===== config.mk =====
export PLATFORM = sky130hd
export DESIGN_NAME = lin_channel_mode_timers
export DESIGN_NICKNAME = d
export VERILOG_FILES = /design/src/lin_channel_mode_timers.v /design/src/lin_hold_timer.v
export VERILOG_INCLUDE_DIRS = /design/src
export SDC_FILE = /design/constraint.sdc
export NUM_CORES = 1
export LEC_CHECK = 0
export BUFFER_PORTS_ARGS = -buffer_cell sky130_fd_sc_hd__buf_2
export CAP_MARGIN = 20
export CELL_PAD_IN_SITES_DETAIL_PLACEMENT = 0
export CELL_PAD_IN_SITES_GLOBAL_PLACEMENT = 1
export CORE_MARGIN = 2
export CORE_UTILIZATION = 45
export DETAILED_ROUTE_END_ITERATION = 7
export PLACE_DENSITY_LB_ADDON = 0.1
export RECOVER_POWER = 50
export SYNTH_ARGS = -nofsm -noshare
export SYNTH_HDL_FRONTEND = slang
export SYNTH_HIERARCHICAL = 1
export SYNTH_SLANG_ARGS = --single-unit

===== constraint.sdc =====
create_clock -name clk_i -period 6.4 [get_ports clk_i]
set_clock_uncertainty 0.05 [all_clocks]
set_input_delay 0.32 -clock clk_i [delete_from_list [all_inputs] [get_ports clk_i]]
set_output_delay 0.32 -clock clk_i [all_outputs]
set_load 0.05 [all_outputs]

===== src/lin_channel_map.vh =====
`ifndef LIN_CHANNEL_MAP_VH
`define LIN_CHANNEL_MAP_VH
// clock rate
`define CLK_HZ 20000000
`define CLK_MHZ 20
// mode codes
`define MODE_SLEEP 2'h0
`define MODE_NORMAL 2'h1
`define MODE_STANDBY 2'h2
// times in their own unit, as printed
`define WAKE_FILTER_US_MIN 40
`define WAKE_FILTER_US_MAX 150
`define WAKE_FILTER_US_TYP 70
`define DOM_TIMEOUT_MS_MIN 14
`define DOM_TIMEOUT_MS_MAX 46
`define DOM_TIMEOUT_MS_TYP 25
`define STARTUP_US_MIN 15
`define STARTUP_US_MAX 75
`define STARTUP_US_TYP 30
`define EN_FILTER_US_MIN 11
`define EN_FILTER_US_MAX 55
`define EN_FILTER_US_TYP 20
`define STBY_DELAY_NS_MIN 5000
`define STBY_DELAY_NS_MAX 40000
`define STBY_DELAY_NS_TYP 10000
// cycle counts at 20 MHz, typical points, all inside the windows
// sized to the counter width so no connection drops bits
`define CNT_W 20
`define WAKE_FILTER_CYC 20'h00578
`define STARTUP_CYC 20'h00258
`define EN_FILTER_CYC 20'h00190
`define STBY_DELAY_CYC 20'h000c8
`define DOM_TIMEOUT_CYC 20'h7a120
`endif


===== src/lin_channel_mode_timers.v =====
// Function
// - in sleep, wake only after bus dominant continuously for the wake filter
// - in normal, transmit low past the timeout releases driver recessive
// - transmitter usable only after startup time from enable rising edge
// - enter normal only after enable high for the filter time
// - enter sleep only after enable low for the filter time
// - after valid wake, enter standby a delay after next recessive edge
`timescale 1ns/1ps
`default_nettype none
`include "lin_channel_map.vh"
module lin_channel_mode_timers #(
    parameter [`CNT_W-1:0] DOM_TIMEOUT_CYC = `DOM_TIMEOUT_CYC
) (
    input wire clk_i,
    input wire rst_i,
    input wire ce_i,
    input wire transmit_in_i,
    input wire channel_enable_in_i,
    input wire bus_line_i,
    output wire bus_line_o,
    output wire bus_line_oe_o,
    output wire receive_out_o,
    output wire receive_out_oe_o,
    output wire [1:0] mode_o,
    output wire tx_ready_o,
    output wire timeout_o
);
    localparam [`CNT_W-1:0] EN_LIM = `EN_FILTER_CYC;
    localparam [`CNT_W-1:0] WAKE_LIM = `WAKE_FILTER_CYC;
    localparam [`CNT_W-1:0] START_LIM = `STARTUP_CYC;
    localparam [`CNT_W-1:0] STBY_LIM = `STBY_DELAY_CYC;
    localparam [1:0] ST_SLEEP = `MODE_SLEEP;
    localparam [1:0] ST_NORMAL = `MODE_NORMAL;
    localparam [1:0] ST_STANDBY = `MODE_STANDBY;

    ////////////////////////////////////////////////////////////////////
    reg [1:0] mode_ff;
    reg [1:0] nxt_mode;
    reg wake_ff;
    reg nxt_wake;
    reg en_q_ff;
    reg start_run_ff;
    reg to_ff;
    reg nxt_to;
    reg [`CNT_W-1:0] stby_cnt_ff;
    reg [`CNT_W-1:0] nxt_stby_cnt;
    reg stby_run_ff;
    reg nxt_stby_run;
    reg bus_q_ff;
    wire en_hi_done;
    wire en_lo_done;
    wire wake_done;
    wire start_done;
    wire to_done;
    wire bus_dom;
    wire rec_edge;

    assign bus_dom = !bus_line_i;
    assign rec_edge = !bus_q_ff && bus_line_i;

    ////////////////////////////////////////////////////////////////////
    // one generate loop for the two enable filters, high and low
    wire [1:0] en_run;
    wire [1:0] en_done;
    assign en_run = {!channel_enable_in_i, channel_enable_in_i};
    genvar g;
    generate
        for (g = 0; g < 2; g = g + 1) begin : g_en_filt
            lin_hold_timer u_filt (
                .clk_i(clk_i),
                .rst_i(rst_i),
                .ce_i(ce_i),
                .run_i(en_run[g]),
                .limit_i(EN_LIM),
                .done_o(en_done[g])
            );
        end
    endgenerate
    assign en_hi_done = en_done[0];
    assign en_lo_done = en_done[1];

    // wake filter restarts on any recessive sample
    lin_hold_timer u_wake (
        .clk_i(clk_i),
        .rst_i(rst_i),
        .ce_i(ce_i),
        .run_i(bus_dom && (mode_ff == ST_SLEEP) && !wake_ff),
        .limit_i(WAKE_LIM),
        .done_o(wake_done)
    );

    // startup timer runs from an enable rising edge while enable stays high
    lin_hold_timer u_start (
        .clk_i(clk_i),
        .rst_i(rst_i),
        .ce_i(ce_i),
        .run_i(start_run_ff && channel_enable_in_i),
        .limit_i(START_LIM),
        .done_o(start_done)
    );

    // dominant timeout; held at zero once fired until transmit returns high
    lin_hold_timer u_to (
        .clk_i(clk_i),
        .rst_i(rst_i),
        .ce_i(ce_i),
        .run_i(!transmit_in_i && (mode_ff == ST_NORMAL) && !to_ff),
        .limit_i(DOM_TIMEOUT_CYC),
        .done_o(to_done)
    );

    ////////////////////////////////////////////////////////////////////
    always @* begin
        nxt_mode = mode_ff;
        nxt_wake = wake_ff;
        nxt_stby_run = stby_run_ff;
        nxt_stby_cnt = stby_cnt_ff;
        nxt_to = to_ff;
        case (mode_ff)
            ST_SLEEP: begin
                if (en_hi_done) begin
                    nxt_mode = ST_NORMAL;
                    nxt_wake = 1'b0;
                    nxt_stby_run = 1'b0;
                end else begin
                    if (wake_done) begin
                        nxt_wake = 1'b1;
                    end
                    if (wake_ff && rec_edge) begin
                        nxt_stby_run = 1'b1;
                        nxt_stby_cnt = {`CNT_W{1'b0}};
                    end else if (stby_run_ff) begin
                        if (stby_cnt_ff == STBY_LIM) begin
                            nxt_mode = ST_STANDBY;
                            nxt_stby_run = 1'b0;
                            nxt_wake = 1'b0;
                        end else begin
                            nxt_stby_cnt = stby_cnt_ff + 1'b1;
                        end
                    end
                end
            end
            ST_STANDBY: begin
                if (en_hi_done) begin
                    nxt_mode = ST_NORMAL;
                end
            end
            ST_NORMAL: begin
                if (en_lo_done) begin
                    nxt_mode = ST_SLEEP;
                    nxt_to = 1'b0;
                end
            end
            default: begin
                nxt_mode = ST_SLEEP;
            end
        endcase
        // leaving normal clears the flag, even on the firing cycle
        if ((mode_ff == ST_NORMAL) && !en_lo_done) begin
            if (to_done) begin
                nxt_to = 1'b1;
            end else if (to_ff && transmit_in_i) begin
                nxt_to = 1'b0;
            end
        end
    end

    // mode and wake state
    always @(posedge clk_i or posedge rst_i) begin
        if (rst_i) begin
            mode_ff <= ST_SLEEP;
            wake_ff <= 1'b0;
            stby_run_ff <= 1'b0;
            stby_cnt_ff <= {`CNT_W{1'b0}};
        end else if (ce_i) begin
            mode_ff <= nxt_mode;
            wake_ff <= nxt_wake;
            stby_run_ff <= nxt_stby_run;
            stby_cnt_ff <= nxt_stby_cnt;
        end
    end

    // timeout flag; its drop re-arms the counter on the next edge
    always @(posedge clk_i or posedge rst_i) begin
        if (rst_i) begin
            to_ff <= 1'b0;
        end else if (ce_i) begin
            to_ff <= nxt_to;
        end
    end

    // bus history resets recessive so no false edge follows reset
    always @(posedge clk_i or posedge rst_i) begin
        if (rst_i) begin
            bus_q_ff <= 1'b1;
        end else if (ce_i) begin
            bus_q_ff <= bus_line_i;
        end
    end

    // enable history resets low, the idle level of the pin
    always @(posedge clk_i or posedge rst_i) begin
        if (rst_i) begin
            en_q_ff <= 1'b0;
            start_run_ff <= 1'b0;
        end else if (ce_i) begin
            en_q_ff <= channel_enable_in_i;
            // restart on each rising edge, drop when enable falls
            if (channel_enable_in_i && !en_q_ff) begin
                start_run_ff <= 1'b1;
            end else if (!channel_enable_in_i) begin
                start_run_ff <= 1'b0;
            end
        end
    end

    ////////////////////////////////////////////////////////////////////
    // driver only in normal, after startup, and never while timed out
    assign tx_ready_o = (mode_ff == ST_NORMAL) && start_done;
    assign bus_line_o = 1'b0;
    assign bus_line_oe_o = tx_ready_o && !transmit_in_i && !to_ff;
    // receive open-drain pulls low on dominant bus
    assign receive_out_o = 1'b0;
    assign receive_out_oe_o = bus_dom;
    assign mode_o = mode_ff;
    assign timeout_o = to_ff;
endmodule // lin_channel_mode_timers
`default_nettype wire


===== src/lin_hold_timer.v =====
`timescale 1ns/1ps
`default_nettype none
`include "lin_channel_map.vh"
// counts cycles while run_i is high; done_o once the limit is reached
module lin_hold_timer (
    input wire clk_i,
    input wire rst_i,
    input wire ce_i,
    input wire run_i,
    input wire [`CNT_W-1:0] limit_i,
    output wire done_o
);
    reg [`CNT_W-1:0] cnt_ff;
    wire [`CNT_W-1:0] nxt_cnt;
    // saturates so done stays up while run holds
    assign nxt_cnt = !run_i ? {`CNT_W{1'b0}} :
                     (cnt_ff == limit_i) ? cnt_ff : cnt_ff + 1'b1;
    assign done_o = run_i && (cnt_ff == limit_i);
    always @(posedge clk_i or posedge rst_i) begin
        if (rst_i) begin
            cnt_ff <= {`CNT_W{1'b0}};
        end else if (ce_i) begin
            cnt_ff <= nxt_cnt;
        end
    end
endmodule // lin_hold_timer
`default_nettype wire


==> metrics.log <==
[metrics] clock root buffer master: sky130_fd_sc_hd__clkbuf_16
[metrics] DIE AREA: 21700 sq um
[metrics] number of flops mapped to enable cells by yosys: 0
[metrics] count of clock tree sinks: 128
[metrics] DR WL/cell: 17.2 um
[metrics] number of buffers added by the clock tree synthesis step: 17
[metrics] ratio of total power to cell area: 215 nW/um^2
[metrics] Max rail drop VDD: 0.187 mV
[metrics] switching power summed over all nets: 0.576 mW
[metrics] leading register cell type out of synthesis: sky130_fd_sc_hd__dfrtp_1
[metrics] largest stage delay on the critical path: 1.88 ns
[metrics] # diodes: 0
[metrics] shortest clock period the worst path allows after layout: 3.72 ns
[metrics] Fmax achieved: 269 MHz
[metrics] number of synthesized register bits: 128
[metrics] vias per cell: 5.82
[metrics] antenna violations before repair: 0
[metrics] Detailed Place HPWL: 15100 um
[metrics] critical path class: primary input to flip-flop
[metrics] total leakage power: 4.18 nW
[metrics] remaining global-route overflow: 0
[metrics] worst-case clock buffer depth: 2
[metrics] Initial Util: 0.457
[metrics] critical path data required time: 6.67 ns
[metrics] area of the placeable core: 20200 sq um
[metrics] number of buffers added on ports: 11
[metrics] maximum level of the CTS H-tree: 4
[metrics] final max-slew violation count: 58
[metrics] maximum fanout along the worst path: 57
[metrics] count of max-cap constraint violations: 1
[metrics] count of nets after finishing: 1077
[metrics] share of the clock period used by the worst path: 0.581
[metrics] Mapped Area: 9230 sq um
[metrics] io pins: 14
[metrics] run status: finished with violations
[metrics] yosys warns: 6
[metrics] largest net degree at the start of global routing: 58
[metrics] Data arrival, critical path: 4.00 ns
[metrics] kind of launch point of the worst setup path: primary input
[metrics] Area Growth Syn to Fin: 10.9%
[metrics] count of routing violations after the opening detailed-route iteration: 457
[metrics] Synth cell types: 55
[metrics] proportion of total power due to net switching: 0.261
[metrics] vias: 7836
[metrics] horizontal extent of the die: 147 um
[metrics] cell at the slowest stage of the critical path: sky130_fd_sc_hd__clkbuf_1
[metrics] actual transition at the worst max-transition pin: 2.72 ns
[metrics] share of power burned in the clock network: 0.478
[metrics] clk_lat worst skew: 0.42 ns
[metrics] via count of the first global-routing pass: 7285
[metrics] final wirelength: 23200 um
[metrics] CTS tree: built
[metrics] type of the most critical hold path: primary input to flip-flop
[metrics] Commonest cells post-synth: 127 x sky130_fd_sc_hd__dfrtp_1, 97 x sky130_fd_sc_hd__xor2_1, 55 x sky130_fd_sc_hd__o2bb2ai_1, 53 x sky130_fd_sc_hd__nand2_1, 51 x sky130_fd_sc_hd__o211ai_1
[metrics] cell taking the most area after synthesis: sky130_fd_sc_hd__dfrtp_1
[metrics] first-pass iteration count of the detailed router: 5
[metrics] post-detailed-route count of antenna-violating nets: 0
[metrics] Clock transition at path regs: 0.05 ns
[metrics] top cells by area, synth: sky130_fd_sc_hd__dfrtp_1 34%, sky130_fd_sc_hd__xor2_1 9.2%, sky130_fd_sc_hd__o2bb2ai_1 5.2%, sky130_fd_sc_hd__o221ai_1 4.7%, sky130_fd_sc_hd__o211ai_1 4.2%
[metrics] area fraction of the dominant cell type after synthesis: 0.345
[metrics] all-layer global routing usage: 0.221
[metrics] endpoint class of the critical path: flip-flop
[metrics] syn_area_per_cell: 9.33 sq um
[metrics] setup repair after global routing missed its margin: false
[metrics] last weighted congestion value of the routability-driven placer: 0.754
[metrics] internal cell power: 1.63 mW
[metrics] failing checks: capacitance limit, slew limit
[metrics] proportion of power drawn by flip-flops and latches: 0.405
[metrics] worst slew slack as a fraction of its limit: -0.814
[metrics] Setup TNS: 0 ns
[metrics] global-route wire length before repair: 39300 um
[metrics] number of standard-cell rows in the floorplan: 52
[metrics] Worst Setup Slack post-DPL: 2.85 ns
[metrics] final-report hold violation count: 0
[metrics] fraction of final layout cells sized beyond drive strength 1: 0.0743
[metrics] sequential fraction of the synthesis area: 0.347
[metrics] share of synthesized registers carrying an async set or reset: 1.00
[metrics] chain of cells forming the critical path: clkbuf_1 -> buf_4 -> o211ai_1 -> o2bb2ai_1
[metrics] number of DRC violations after detailed routing: 0
[metrics] most used standard cell by instance count after synthesis: sky130_fd_sc_hd__dfrtp_1
[metrics] Die Ht: 147 um
[metrics] number of setup violations in the final report: 0
[metrics] final setup margin: 2.68 ns
[metrics] Logic pwr share: 0.117
[metrics] cell count after synthesis: 989
==> through the flow <==
| step | hold slack [ns] | utilization | instance area (sq um) | total power, mW | std cells |
|---|---|---|---|---|---|
| 2_1_floorplan | 0.234 | - | 9600 | 1.11 | 1089 |
| 3_3_place_gp | 0.258 | 0.475 | 9580 | 1.16 | 1310 |
| 3_5_place_dp | 0.260 | 0.475 | 9580 | 1.16 | 1310 |
| 4_1_cts | 0.156 | 0.506 | 10200 | 2.23 | 1343 |
| 5_1_grt | 0.151 | 0.507 | 10200 | 2.31 | 1347 |
| 6_report | 0.161 | 0.507 | 10200 | 2.20 | 1347 |
==> kinds of logic after synthesis <==
logic type / count (synthesis) / synth area share
muxes: 14 / 0.0156
DFF: 128 / 0.347
other: 2 / 0.000814
xor gates and xnor gates: 102 / 0.0968
and+or+nand+nor: 367 / 0.236
buffers and inverters: 109 / 0.0704
AOI/OAI and AO/OA: 260 / 0.223
adders and majority gates: 7 / 0.00949
==> timing repair <==
item / CTS / global route
hold buffers: 1 / 0
setup buffers: 0 / 0
endpoints found under the hold margin: 3 / 0
resized for setup: 0 / 0
==> critical path, delay by kind of cell <==
kind	cells	cell delay [ns]
AOI/OAI and AO/OA	2	0.92
buffers and inverters	2	2.68
==> flip-flops by register name, indices dropped and copies added, names as in the netlist <==
| name | cells |
|---|---|
| timeout_o | 1 |
| stby_cnt_ff | 20 |
| u_wake/cnt_ff | 20 |
| stby_run_ff | 1 |
| u_to/cnt_ff | 20 |
| bus_q_ff | 1 |
| mode_o | 2 |
| u_start/cnt_ff | 20 |
| g_en_filt.u_filt/cnt_ff | 40 |
| wake_ff | 1 |
| en_q_ff | 1 |
| start_run_ff | 1 |
==> cells in the final DEF, fill, tap and decap left out, drive strengths merged, types with 25 or more instances in the layout <==
cell type  synthesis  routed
o2bb2ai           55      55
xor2              97      97
conb               2     102
a32o              25      25
nand2b            32      32
nor4              27      27
nor3              41      41
o211ai            51      51
nand4             25      25
inv               38      38
and4              28      28
nor2              35      35
nand3             44      44
dfrtp            127     127
nand2             53      53
o221ai            50      50
o21ai             28      28
==> final cells by class <==
class / count / area [sq um]
fillers: 1955 / 9930
multi-input cells: 852 / 5750
flip-flops and latches: 128 / 3200
clock buffers: 20 / 437
well taps: 270 / 338
clock inverters: 12 / 190
repair buffers: 27 / 170
inverters: 38 / 143
==> path summary, 6_finish.rpt <==
path	start	to	slack, ns	cells after the start
worst max-delay path	ce_i	u_wake/cnt_ff[9]$_DFFE_PP0P_	2.68	4
worst min-delay path	bus_line_i	bus_q_ff$_DFFE_PP1P_	0.16	2
worst max register to register	mode_o[0]$_DFFE_PP0P_	u_to/cnt_ff[0]$_DFFE_PP0P_	3.19	7
worst min register to register	start_run_ff$_DFFE_PP0P_	start_run_ff$_DFFE_PP0P_	0.47	2
max in group asynchronous	rst_i	stby_cnt_ff[0]$_DFFE_PP0P_	4.30	4
min in group asynchronous	rst_i	start_run_ff$_DFFE_PP0P_	0.44	3
==> metal layers <==
metal,up-vias,wire length (um),track usage,share of wire
met4,0,179,0.0471,0.0077
met3,11,672,0.0354,0.029
met2,117,10200,0.318,0.44
met5,-,0,0,0
met1,3853,12100,0.348,0.52
li1,3855,-,-,-
==> power groups by stage <==
| stage | Combinational, mW | Clock [mW] | Sequential (mW) |
|---|---|---|---|
| floorplan | 0.219 | 0 | 0.890 |
| global route | 0.297 | 1.12 | 0.901 |
| CTS | 0.257 | 1.08 | 0.892 |
| finish | 0.257 | 1.05 | 0.892 |
| global placement | 0.253 | 0 | 0.906 |
| detailed placement | 0.254 | 0 | 0.906 |
No activity file was read; power rests on OpenSTA's default activity.
